===== config.mk =====
export PLATFORM = sky130hd
export DESIGN_NAME = fpm_datapath
export DESIGN_NICKNAME = d
export VERILOG_FILES = /design/src/rtl/fpm_pkg.sv /design/src/rtl/fpm_datapath.sv
export VERILOG_INCLUDE_DIRS = /design/src /design/src/rtl
export SDC_FILE = /design/constraint.sdc
export NUM_CORES = 1
export LEC_CHECK = 0
export ABC_CLOCK_PERIOD_IN_PS = 15800
export BUFFER_PORTS_ARGS = -buffer_cell sky130_fd_sc_hd__buf_4
export CAP_MARGIN = 20
export CORE_MARGIN = 3
export CORE_UTILIZATION = 40
export DETAILED_ROUTE_END_ITERATION = 6
export GPL_TIMING_DRIVEN = 0
export PLACE_DENSITY = 0.56
export SYNTH_ARGS = -nofsm -noshare
export SYNTH_HDL_FRONTEND = slang
export SYNTH_SLANG_ARGS = --single-unit

===== constraint.sdc =====
create_clock -name clk -period 15.8 [get_ports clk]
set_input_delay 1.58 -clock clk [delete_from_list [all_inputs] [get_ports clk]]
set_output_delay 1.58 -clock clk [all_outputs]
set_load 0.01 [all_outputs]

===== src/rtl/fpm_cfg.svh =====
// Purpose: constants of the four-level FSK packet modem datapath
// Assumes: host strobes and link inputs are synchronous to clk
// Notes: offsets are register select codes, not byte addresses
`ifndef FPM_CFG_SVH
`define FPM_CFG_SVH
`define FPM_SEL_BUF 2'h0
`define FPM_SEL_CMD 2'h1
`define FPM_SEL_CTRL 2'h2
`define FPM_SEL_MODE 2'h3
`define FPM_CMD_TASK_LSB 0
`define FPM_CMD_IMP 4
`define FPM_CMD_CRC 5
`define FPM_CTRL_EYE 0
`define FPM_CTRL_EXTREF 1
`define FPM_MODE_TX 0
`define FPM_REG_RESET 8'h00
`define FPM_BUF_BYTES 12
`define FPM_RAW_SYMS 48
`define FPM_FMT_SYMS 64
`define FPM_SYNC_SYMS 24
`define FPM_SYNC_PATTERN 48'hA5F0C3_3C0F5A
`define FPM_CRC_POLY 8'h07
`define FPM_SETTLE_SYMS 4'h8
`define FPM_CLK_HZ 125000000
`define FPM_SYM_RATE 4800
`define FPM_SYM_CYCLES (`FPM_CLK_HZ / `FPM_SYM_RATE)
`endif


===== src/rtl/fpm_pkg.sv =====
// Purpose: shared types of the modem datapath
// Assumes: nothing beyond the constants header
// Notes: task codes are the low three command bits
package fpm_pkg;
	typedef enum logic [2:0] {
		TASK_IDLE = 3'h0,
		TASK_TX_FMT = 3'h1,
		TASK_RX_FMT = 3'h2,
		TASK_TX_RAW = 3'h3,
		TASK_RX_RAW = 3'h4,
		TASK_SEARCH = 3'h5
	} fpm_task_type;
	typedef enum logic [1:0] {DRV_BIAS, DRV_FILTER, DRV_RX} fpm_drive_type;
	typedef enum logic [2:0] {ST_IDLE, ST_TX, ST_RX, ST_DECODE, ST_SEARCH} fpm_state_type;
	typedef struct packed {
		logic chip_select_n;
		logic write_strobe_n;
		logic read_strobe_n;
		logic reg_select_hi;
		logic reg_select_lo;
		logic [7:0] dataIn;
	} fpm_host_type;
	typedef struct packed {
		logic [1:0] code;
		logic active;
		fpm_drive_type drive;
	} fpm_tx_type;
endpackage


===== src/rtl/fpm_datapath.sv =====
// Purpose: host port, payload buffer, block coding and symbol timing of the modem
// Assumes: rxCode is the sliced two-bit symbol; extRefTick is a one-cycle pulse
// Notes: correction code is one parity bit per three data bits, so it detects, not repairs
`include "fpm_cfg.svh"
module fpm_datapath #(
	parameter int SymDiv = `FPM_SYM_CYCLES
) (
	// Clock and reset
	input wire logic clk,
	input wire logic resetn,
	// Host port
	input wire fpm_pkg::fpm_host_type host,
	output logic [7:0] dataOut,
	output logic dataOe,
	// Link
	input wire logic [1:0] rxCode,
	input wire logic extRefTick,
	output fpm_pkg::fpm_tx_type txOut,
	output logic rxEqualise
);
	import fpm_pkg::*;

	logic [7:0] cmd, ctrl, mode, quality, next_cmd, next_ctrl, next_mode, next_quality;
	logic [7:0] buffer [`FPM_BUF_BYTES];
	logic [7:0] next_buffer [`FPM_BUF_BYTES];
	logic [3:0] ptr, next_ptr, settle, next_settle;
	logic [5:0] idx, next_idx;
	logic [15:0] phase, next_phase;
	logic [127:0] txVec, next_txVec, rxVec, next_rxVec;
	logic [47:0] syncReg, next_syncReg;
	logic [1:0] rxPrev;
	logic wrPrev, rdPrev, fmt, next_fmt, crcErr, next_crcErr, found, next_found;
	fpm_state_type state, next_state;
	logic [7:0] next_dataOut;
	logic next_dataOe, next_rxEqualise;
	fpm_tx_type next_txOut;

	logic [95:0] flat, flatCrc, decFmt, decRaw;
	logic [127:0] rawVec, codedVec;
	logic [31:0] errFlag;
	logic [7:0] errCount, status;
	logic modeTx, busy, wrEdge, rdEdge, tick, rxTick, lastSym, crcOn;
	logic [1:0] sel;
	logic [5:0] slot;

	function automatic logic [7:0] crc8(input logic [95:0] v);
		logic [7:0] c;
		logic fb;
		c = 8'h00;
		for (int i = 0; i < 88; i++) begin
			fb = c[7] ^ v[8 * (i / 8) + 7 - (i % 8)];
			c = {c[6:0], 1'b0};
			if (fb) begin
				c = c ^ `FPM_CRC_POLY;
			end
		end
		return c;
	endfunction

	// Byte b of the payload sits in flat[8b+7:8b]
	for (genvar b = 0; b < `FPM_BUF_BYTES; b++) begin : g_flat
		assign flat[8 * b +: 8] = buffer[b];
	end
	assign crcOn = (wrEdge && sel == `FPM_SEL_CMD) ? host.dataIn[`FPM_CMD_CRC] : cmd[`FPM_CMD_CRC];
	assign flatCrc = crcOn ? {crc8(flat), flat[87:0]} : flat;
	// Four symbols per byte, high pair first
	for (genvar n = 0; n < `FPM_RAW_SYMS; n++) begin : g_raw
		assign rawVec[2 * n +: 2] = flatCrc[8 * (n / 4) + 6 - 2 * (n % 4) +: 2];
		assign decRaw[8 * (n / 4) + 6 - 2 * (n % 4) +: 2] = rxVec[2 * n +: 2];
	end
	assign rawVec[127:96] = 32'h0000_0000;
	// Three data bits plus parity form two symbols
	for (genvar g = 0; g < 32; g++) begin : g_fec
		assign codedVec[4 * g +: 4] = {flatCrc[3 * g +: 3], ^flatCrc[3 * g +: 3]};
		assign decFmt[3 * g +: 3] = rxVec[4 * g + 1 +: 3];
		assign errFlag[g] = ^rxVec[4 * g +: 4];
	end

	always_comb begin
		errCount = 8'h00;
		for (int g = 0; g < 32; g++) begin
			errCount = errCount + {7'h00, errFlag[g]};
		end
	end

	assign modeTx = mode[`FPM_MODE_TX];
	assign busy = state != ST_IDLE;
	assign sel = {host.reg_select_hi, host.reg_select_lo};
	assign wrEdge = !wrPrev && host.write_strobe_n && !host.chip_select_n;
	assign rdEdge = !rdPrev && host.read_strobe_n && !host.chip_select_n;
	assign status = {3'h0, busy, modeTx, found, crcErr, !busy};
	// Interleave is an 8x8 transpose of the 64 coded symbols
	assign slot = fmt ? {idx[2:0], idx[5:3]} : idx;
	assign rxTick = phase == 16'h0000;
	assign tick = ctrl[`FPM_CTRL_EXTREF] ? extRefTick : rxTick;
	assign lastSym = idx == (fmt ? 6'(`FPM_FMT_SYMS - 1) : 6'(`FPM_RAW_SYMS - 1));

	always_comb begin
		next_cmd = cmd;
		next_ctrl = ctrl;
		next_mode = mode;
		next_quality = quality;
		next_buffer = buffer;
		next_ptr = ptr;
		next_settle = settle;
		next_idx = idx;
		next_txVec = txVec;
		next_rxVec = rxVec;
		next_syncReg = syncReg;
		next_fmt = fmt;
		next_crcErr = crcErr;
		next_found = found;
		next_state = state;
		next_phase = rxTick ? 16'(SymDiv - 1) : phase - 16'h0001;
		// Re-centre the phase on every received level change in receive mode
		if (!modeTx && rxCode != rxPrev) begin
			next_phase = 16'(SymDiv / 2);
		end
		if (settle != 4'h0 && tick) begin
			next_settle = settle - 4'h1;
		end
		if (wrEdge) begin
			unique case (sel)
				`FPM_SEL_BUF: begin
					// Buffer frozen while a task owns it
					if (!busy) begin
						next_buffer[ptr] = host.dataIn;
					end
					next_ptr = (ptr == 4'(`FPM_BUF_BYTES - 1)) ? 4'h0 : ptr + 4'h1;
				end
				`FPM_SEL_CMD: begin
					next_cmd = host.dataIn;
					next_ptr = 4'h0;
					next_idx = 6'h00;
					next_state = ST_IDLE;
					unique case (host.dataIn[`FPM_CMD_TASK_LSB +: 3])
						TASK_TX_FMT, TASK_TX_RAW: if (modeTx) begin
							next_fmt = host.dataIn[2:0] == TASK_TX_FMT;
							next_state = ST_TX;
						end
						TASK_RX_FMT, TASK_RX_RAW: if (!modeTx) begin
							next_fmt = host.dataIn[2:0] == TASK_RX_FMT;
							next_state = ST_RX;
						end
						TASK_SEARCH: if (!modeTx) begin
							next_found = 1'b0;
							next_state = ST_SEARCH;
						end
						default: next_state = ST_IDLE;
					endcase
				end
				`FPM_SEL_CTRL: next_ctrl = host.dataIn;
				`FPM_SEL_MODE: begin
					next_mode = host.dataIn;
					if (!modeTx && host.dataIn[`FPM_MODE_TX]) begin
						next_settle = `FPM_SETTLE_SYMS;
					end
				end
			endcase
		end
		if (rdEdge && sel == `FPM_SEL_BUF) begin
			next_ptr = (ptr == 4'(`FPM_BUF_BYTES - 1)) ? 4'h0 : ptr + 4'h1;
		end
		unique case (state)
			ST_IDLE: next_txVec = next_fmt ? codedVec : rawVec;
			ST_TX: if (tick && settle == 4'h0) begin
				next_idx = idx + 6'h01;
				if (lastSym) begin
					next_state = ST_IDLE;
				end
			end
			ST_RX: if (rxTick) begin
				next_rxVec[2 * slot +: 2] = rxCode;
				next_idx = idx + 6'h01;
				if (lastSym) begin
					next_state = ST_DECODE;
				end
			end
			ST_DECODE: begin
				for (int b = 0; b < `FPM_BUF_BYTES; b++) begin
					next_buffer[b] = fmt ? decFmt[8 * b +: 8] : decRaw[8 * b +: 8];
				end
				next_crcErr = fmt && cmd[`FPM_CMD_CRC] && crc8(decFmt) != decFmt[95:88];
				next_quality = fmt ? errCount : quality;
				next_state = ST_IDLE;
			end
			ST_SEARCH: if (rxTick && !modeTx) begin
				next_syncReg = {syncReg[45:0], rxCode};
				if ({syncReg[45:0], rxCode} == `FPM_SYNC_PATTERN) begin
					next_found = 1'b1;
					next_state = ST_IDLE;
				end
			end
		endcase
		// Host side read mux; unused fourth address reads zero
		unique case (sel)
			`FPM_SEL_BUF: next_dataOut = buffer[ptr];
			`FPM_SEL_CMD: next_dataOut = status;
			`FPM_SEL_CTRL: next_dataOut = quality;
			`FPM_SEL_MODE: next_dataOut = 8'h00;
		endcase
		next_dataOe = !host.chip_select_n && !host.read_strobe_n;
		next_rxEqualise = cmd[`FPM_CMD_IMP];
		next_txOut.code = txVec[2 * slot +: 2];
		// Impulse shaping keeps the level one cycle per symbol
		next_txOut.active = state == ST_TX && settle == 4'h0 && (!cmd[`FPM_CMD_IMP] || tick);
		if (modeTx) begin
			next_txOut.drive = (state == ST_TX && settle == 4'h0) ? DRV_FILTER : DRV_BIAS;
		end else begin
			next_txOut.drive = ctrl[`FPM_CTRL_EYE] ? DRV_RX : DRV_BIAS;
		end
	end

	always_ff @(posedge clk or negedge resetn) begin
		if (!resetn) begin
			cmd <= `FPM_REG_RESET;
			ctrl <= `FPM_REG_RESET;
			mode <= `FPM_REG_RESET;
			quality <= `FPM_REG_RESET;
			for (int b = 0; b < `FPM_BUF_BYTES; b++) begin
				buffer[b] <= 8'h00;
			end
			ptr <= 4'h0;
			settle <= 4'h0;
			idx <= 6'h00;
			phase <= 16'h0000;
			txVec <= 128'h0;
			rxVec <= 128'h0;
			syncReg <= 48'h0;
			rxPrev <= 2'h0;
			wrPrev <= 1'b1;
			rdPrev <= 1'b1;
			fmt <= 1'b0;
			crcErr <= 1'b0;
			found <= 1'b0;
			state <= ST_IDLE;
			dataOut <= 8'h00;
			dataOe <= 1'b0;
			rxEqualise <= 1'b0;
			txOut <= '{code: 2'h0, active: 1'b0, drive: DRV_BIAS};
		end else begin
			cmd <= next_cmd;
			ctrl <= next_ctrl;
			mode <= next_mode;
			quality <= next_quality;
			buffer <= next_buffer;
			ptr <= next_ptr;
			settle <= next_settle;
			idx <= next_idx;
			phase <= next_phase;
			txVec <= next_txVec;
			rxVec <= next_rxVec;
			syncReg <= next_syncReg;
			rxPrev <= rxCode;
			wrPrev <= host.write_strobe_n;
			rdPrev <= host.read_strobe_n;
			fmt <= next_fmt;
			crcErr <= next_crcErr;
			found <= next_found;
			state <= next_state;
			dataOut <= next_dataOut;
			dataOe <= next_dataOe;
			rxEqualise <= next_rxEqualise;
			txOut <= next_txOut;
		end
	end
	property p_cmd_write;
		@(posedge clk) disable iff (!resetn) wrEdge && sel == `FPM_SEL_CMD |=> cmd == $past(host.dataIn);
	endproperty
	a_cmd_write: assert property (p_cmd_write) else $error("command write lost");
	property p_read_drive;
		@(posedge clk) disable iff (!resetn) dataOe |-> $past(!host.chip_select_n && !host.read_strobe_n);
	endproperty
	a_read_drive: assert property (p_read_drive) else $error("bus driven outside read");
	property p_ptr_step;
		@(posedge clk) disable iff (!resetn)
			rdEdge && sel == `FPM_SEL_BUF && ptr < 4'hB |=> ptr == $past(ptr) + 4'h1;
	endproperty
	a_ptr_step: assert property (p_ptr_step) else $error("buffer pointer did not step");
	property p_settle;
		@(posedge clk) disable iff (!resetn) settle != 4'h0 && modeTx |=> txOut.drive == DRV_BIAS;
	endproperty
	a_settle: assert property (p_settle) else $error("output left bias while settling");
	property p_sync_rx;
		@(posedge clk) disable iff (!resetn) $rose(found) |-> !$past(modeTx);
	endproperty
	a_sync_rx: assert property (p_sync_rx) else $error("frame sync found in transmit");
	property p_eye;
		@(posedge clk) disable iff (!resetn) !modeTx ##1 !modeTx |-> txOut.drive == ($past(ctrl[0]) ? DRV_RX : DRV_BIAS);
	endproperty
	a_eye: assert property (p_eye) else $error("receive output source wrong");
	property p_unused_read;
		@(posedge clk) disable iff (!resetn) sel == `FPM_SEL_MODE ##1 dataOe |-> dataOut == 8'h00;
	endproperty
	a_unused_read: assert property (p_unused_read) else $error("unused address read nonzero");
	property p_equalise;
		@(posedge clk) disable iff (!resetn) wrEdge && sel == `FPM_SEL_CMD |-> ##2 rxEqualise == $past(host.dataIn[4], 2);
	endproperty
	a_equalise: assert property (p_equalise) else $error("equaliser select mismatch");
endmodule


==> results of run 1 <==
## cells by family (layout without fill, tap and decap cells)
| kind of cell | after synthesis | after routing | synth area share [%] |
|---|---|---|---|
| AOI/OAI and AO/OA | 631 | 631 | 11.7 |
| muxes | 196 | 196 | 7.44 |
| and+or+nand+nor | 1032 | 1032 | 14.2 |
| adders and majority gates | 41 | 41 | 2.21 |
| DFF | 464 | 464 | 37.1 |
| xor gates and xnor gates | 610 | 610 | 24.0 |
| buffers and inverters | 265 | 395 | 3.28 |
| other | 0 | 1 | 0 |
## worst max-delay path: cells and delay by family, from the launching register on
| family | cells | cell delay [ns] |
|---|---|---|
| compound gates | 2 | 0.88 |
| flops | 1 | 0.48 |
| simple gates | 1 | 0.25 |
| xor+xnor | 11 | 4.69 |
## final timing paths
kind | slack, ns | to | cells past startpoint | start
min in group asynchronous | 0.85 | idx[3] | 1 | resetn
worst max-delay path | 9.40 | crcErr | 14 | rxVec[5]
worst min-delay path | 0.41 | rxEqualise | 0 | cmd[4]
max in group asynchronous | 13.29 | rxVec[69] | 4 | resetn
worst min register to register | 0.41 | rxEqualise | 0 | cmd[4]
worst max register to register | 9.40 | crcErr | 14 | rxVec[5]
## stage by stage
step	hold WS (ns)	instance area (µm²)	cells	setup WS [ns]	utilization (%)
6_report	0.413	34700	4400	9.40	45.2
5_1_grt	0.434	34700	4399	9.29	45.2
4_1_cts	0.415	34700	4397	9.35	45.2
3_5_place_dp	0.397	33000	4305	9.35	43.0
3_3_place_gp	0.394	32800	4299	8.02	42.8
2_1_floorplan	0.369	31300	3239	10.38	-
## registers in the layout, indices dropped and copies added (netlist names), 2 cells and up
signal	flops
buffer	96
cmd	2
ctrl	2
dataOut	8
idx	6
phase	16
ptr	4
quality	6
rxPrev	2
rxVec	128
settle	4
state	3
syncReg	46
txOut	5
txVec	128
## routing by layer
metal / GRT usage, % / up-vias
met5: 0 / -
met4: 12.2 / 2
met3: 4.16 / 282
met2: 42.2 / 972
met1: 37.9 / 12400
li1: - / 11300
## synthesized netlist by cell type, drive strengths merged (13+ instances only)
master / instances / area (µm²)
xnor2: 351 / 3140
buf: 34 / 159
mux2: 54 / 608
inv: 38 / 143
clkbuf: 192 / 722
nand3: 34 / 170
mux4: 24 / 541
and3: 35 / 219
nand2: 627 / 2350
xnor3: 124 / 2820
fa: 24 / 480
ha: 17 / 213
nor2b: 73 / 457
nor3: 23 / 115
mux2i: 118 / 1180
and2: 13 / 81.3
xor2: 112 / 1010
a31oi: 82 / 513
a211oi: 107 / 803
dfrtp: 462 / 11600
a21oi: 164 / 821
o21ai: 227 / 1140
nor2: 169 / 634
xor3: 23 / 549
## cell type report
class,instances,area [µm²],share of cell area [%]
Sequential cell,464,11600,33.5
Tap cell,1030,1290,3.71
Timing Repair Buffer,38,390,1.13
Inverter,39,146,0.422
Clock inverter,20,213,0.613
Buffer,226,881,2.54
Multi-Input combinational cell,2510,18700,53.8
Clock buffer,72,1510,4.35
Antenna cell,1,2.50,0.00721
## cell usage in the layout, fill, tap and decap left out, types with 73 or more instances in the layout
| master | count |
|---|---|
| a211oi_1 | 107 |
| a21oi_1 | 164 |
| a31oi_1 | 82 |
| clkbuf_1 | 199 |
| dfrtp_1 | 462 |
| mux2i_1 | 118 |
| nand2_1 | 627 |
| nor2_1 | 169 |
| nor2b_1 | 73 |
| o21ai_0 | 218 |
| xnor2_1 | 342 |
| xnor3_1 | 108 |
| xor2_1 | 110 |
==> flow_summary.yaml, run 1 <==
outcome:
  outcome: "completed"
logic_synthesis:
  yosys_warnings: 0
  seq_area_frac_synth_pct: 37.1
  synthArstFlopShare_pct: 100
  ys.flop_type: "dfrtp_1"
  syn_area_um2: 31300
  synth_cells: 3239
  yosysUniqueCellTypes: 67
  synth-seq-cells: 464
  synth_edf_count: 0
  syn_nets: 3298
  syn_area_per_cell_um2: 9.66
timing:
  slew_violations: 0
  relSlewSlack_pct: 21.8
  setup_tns_ns: 0
  setup_viol: 0
  period_share_pct: 40.5
  timing.fmax_mhz: 156
  rsz0062_at_grt: "no"
  fin_worst_skew_ns: 0.0230
  hold_violations: 0
  finalCriticalPeriod_ns: 6.40
  tightest_slew_ns: 1.17
cts:
  cts-buffers-inserted: 53
  cts_setup_buffers: 0
  cts_resized: 0
  cts_buffer_depth: 3
  cts_sinks: 464
  cts_hold_buf: 0
  htree_levels: 2
  clockRootBuffer: "clkbuf_16"
  clk_latency_ns: 0.63
  path_clk_slew_ns: 0.06
  tritoncts: "built"
detailed_routing:
  wire_per_inst_um: 25.6
  avgViaCountPerCell: 5.67
  dr.pass1.iters: 6
  routed_wl_mm: 112
  dr.max_layer_used: "met5"
  wl_met3_mm: 7.98
  vias: 24900
  drt_iter0_markers: 2468
  drtAntennaViolNets: 0
  dr_wl_met2_mm: 50.2
  drc: 0
  wl_met1_mm: 48.8
final_layout:
  nFillCells: 7535
  layout.nets: 3391
  areaGrowthSynthToFinish_pct: 10.9
  drive_gt1_share_pct: 7.54
critical_path:
  worstSetupStartpointType: "flop"
  cp.arrival_ns: 6.92
  critPathMaxFanout: 5
  crit_top_cell: "xnor3_2"
  end_kind: "flop"
  critPathKind: "flop to flop"
  worstPathCellList: "xnor2_2 -> xnor3_2 -> xnor3_2 -> xnor3_2 -> xnor3_2 -> xnor3_2 -> xnor3_2 -> xnor3_2 -> xnor3_2 -> xor3_2 -> xnor2_1 -> nor4_1 -> o221ai_1 -> a32o_1"
  max_stage_delay_ns: 0.60
  crit_slowest_cell: "xnor3_2"
  worst-endpoint-required_ns: 16.32
die:
  die_h_um: 286
  die_x_um: 286
  rows: 101
  die_area_um2: 81600
  initial_core_util_pct: 40.8
  core_area_um2: 76700
  ios: 33
global_route:
  grtUsageTotal_pct: 27.3
  grt_pass1_vias: 24300
  antenna_found_initial: 1
  overflow: 0
  grt_max_degree: 94
  grt_pass1_wl_mm: 165
place:
  portBuffers: 30
  place_congestion: 0.969
  dp_hpwl_mm: 85.6
flow_run:
  cap_violations: 0
hold_path:
  hold_path.class: "flop to flop"
Power of run 1 is left out: the tool's default activity adds up to more than one toggle a clock period on the data nets, which glitch-free logic cannot reach.
==> run 2: changes to the inputs <==
- ABC_CLOCK_PERIOD_IN_PS: 15800 -> 6060
- clock period: 15.8 -> 6.06 ns (I/O delays scaled with it)
==> run 2 against run 1 <==
  * Core utilization up 0.054 points
  * Clock skew up 0.0032 ns
  * Sequential share of layout area about the same
  * Critical path depth is the same
  * Die area did not move
  * Via count increased by 0.17%
  * Routed wire length grew 0.13%
  * Worst hold slack worse by 0.31 ns
  * First-iteration DRC count is 2.3% lower
  * Final area is 0.12% higher
  * Count of clock-buffer cells in the layout unchanged
  * Non-clock buffer count shrank 6
  * Highest routed layer unchanged
==> flow_summary.yaml, run 2 (same netlist as run 1, synthesis figures left out) <==
detailed_routing:
  dr_wl_met2_mm: 50.2
  wl_met3_mm: 8.20
  drc: 0
  drt_iter0_markers: 2411
  vias: 25000
  avgViaCountPerCell: 5.68
  dr.max_layer_used: "met5"
  dr.pass1.iters: 6
  drtAntennaViolNets: 0
  wl_met1_mm: 48.6
  routed_wl_mm: 113
  wire_per_inst_um: 25.6
timing:
  finalCriticalPeriod_ns: 5.95
  fin_worst_skew_ns: 0.0262
  period_share_pct: 98.2
  relSlewSlack_pct: 23.4
  tightest_slew_ns: 1.15
  hold_violations: 0
  rsz0062_at_grt: "no"
  timing.fmax_mhz: 168
  setup_viol: 0
  slew_violations: 0
flow_run:
  cap_violations: 0
cts:
  tritoncts: "built"
  path_clk_slew_ns: 0.07
  cts_sinks: 464
  cts_buffer_depth: 3
  clockRootBuffer: "clkbuf_16"
  htree_levels: 2
  clk_latency_ns: 0.63
  cts-buffers-inserted: 53
final_layout:
  reg.largest.list: "rxVec (128), txVec (128), buffer (96)"
  layout_common_cells: "627 x nand2_1, 461 x dfrtp_1, 341 x xnor2_1"
  drive_gt1_share_pct: 7.79
  nFillCells: 7536
  areaGrowthSynthToFinish_pct: 11.0
  layout.nets: 3385
  stdcell_area_um2: 34700
  layout_commonest_cell: "nand2_1"
  num_antenna_cells: 0
critical_path:
  reg2regPathDepth: 14
  reg2reg_to: "crcErr"
  r2r_setup_slack_ns: 0.11
  critPathMaxFanout: 5
  cp.arrival_ns: 6.47
  end_kind: "flop"
  r2r-start: "rxVec[5]"
  cp-startpoint: "rxVec[5]"
  worst-endpoint-required_ns: 6.58
  worstSetupStartpointType: "flop"
  critPathKind: "flop to flop"
global_route:
  grt_pass1_wl_mm: 165
  overflow: 0
  grtUsageTotal_pct: 27.3
  antenna_found_initial: 1
  grt_max_degree: 94
  grt_pass1_vias: 24300
die:
  initial_core_util_pct: 40.8
  die_area_um2: 81600
  ios: 33
  core_area_um2: 76700
  rows: 101
  die_x_um: 286
  die_h_um: 286
hold_path:
  worstHoldStart: "host[11]"
  hold_path.class: "input pin to flop"
  hold_depth: 1
  holdPathEnd: "wrPrev"
place:
  portBuffers: 30
  dp_hpwl_mm: 85.6
  place_congestion: 0.969
  post_dp_cell_area_um2: 33000
outcome:
  outcome: "completed"
## run 2: area by class of cell
cell class | instances | area (µm²) | area share [%]
multi-input combinational | 2510 | 18700 | 53.8
tap | 1030 | 1290 | 3.71
inverter | 39 | 146 | 0.421
clock inverter | 20 | 213 | 0.612
clock buffer | 72 | 1510 | 4.34
sequential | 464 | 11600 | 33.4
buffer | 217 | 847 | 2.44
timing repair buffer | 41 | 415 | 1.20
## run 2: worst max-delay path by stage
stage,to,slack [ns],cells past startpoint
2_1_floorplan,crcErr,0.64,15
3_3_place_gp,rxVec[119],-0.75,1
3_5_place_dp,crcErr,-0.39,14
4_1_cts,crcErr,0.03,14
5_1_grt,crcErr,0.009,14
6_report,crcErr,0.11,14
## run 2: repair_timing
action                                  in CTS  in global routing
setup buffers                                0                  2
resized for setup                            3                  5
hold endpoints to repair                    36                  0
endpoints found under the setup margin       1                 11
gates cloned                                 0                  0
hold buffers                                 1                  0
pin swaps                                    2                  4
## run 2: per-stage QoR
stage          instances  setup TNS, ns  worst slack, ns  hold WS (ns)  util, %
6_report            4393              0            0.112         0.104     45.3
5_1_grt             4393              0          0.00906        0.0841     45.3
4_1_cts             4394              0           0.0332        0.0725     45.2
3_3_place_gp        4299        -297.08           -0.748         0.394     42.8
3_5_place_dp        4305         -0.387           -0.387         0.397     43.0
2_1_floorplan       3239              0            0.645         0.310        -
## run 2: layer usage
metal  vias up  global-route usage, %
met3       283                   4.13
met2      1029                   42.3
met1     12400                   38.0
met4         2                   12.1
met5         -                      0
li1      11300                      -
## run 2: worst max-delay path, stage by stage, from the launching register on
cell	delay, ns
dfrtp_1	0.51
xnor2_4	0.29
xnor3_2	0.48
xnor3_2	0.43
xnor3_2	0.42
xnor3_2	0.42
xnor3_2	0.48
xnor3_2	0.46
xnor3_2	0.43
xnor3_2	0.47
xor3_2	0.40
xnor2_1	0.26
o2111a_1	0.28
o221ai_4	0.19
a32o_1	0.30
Power of run 2 is left out for the same reason.
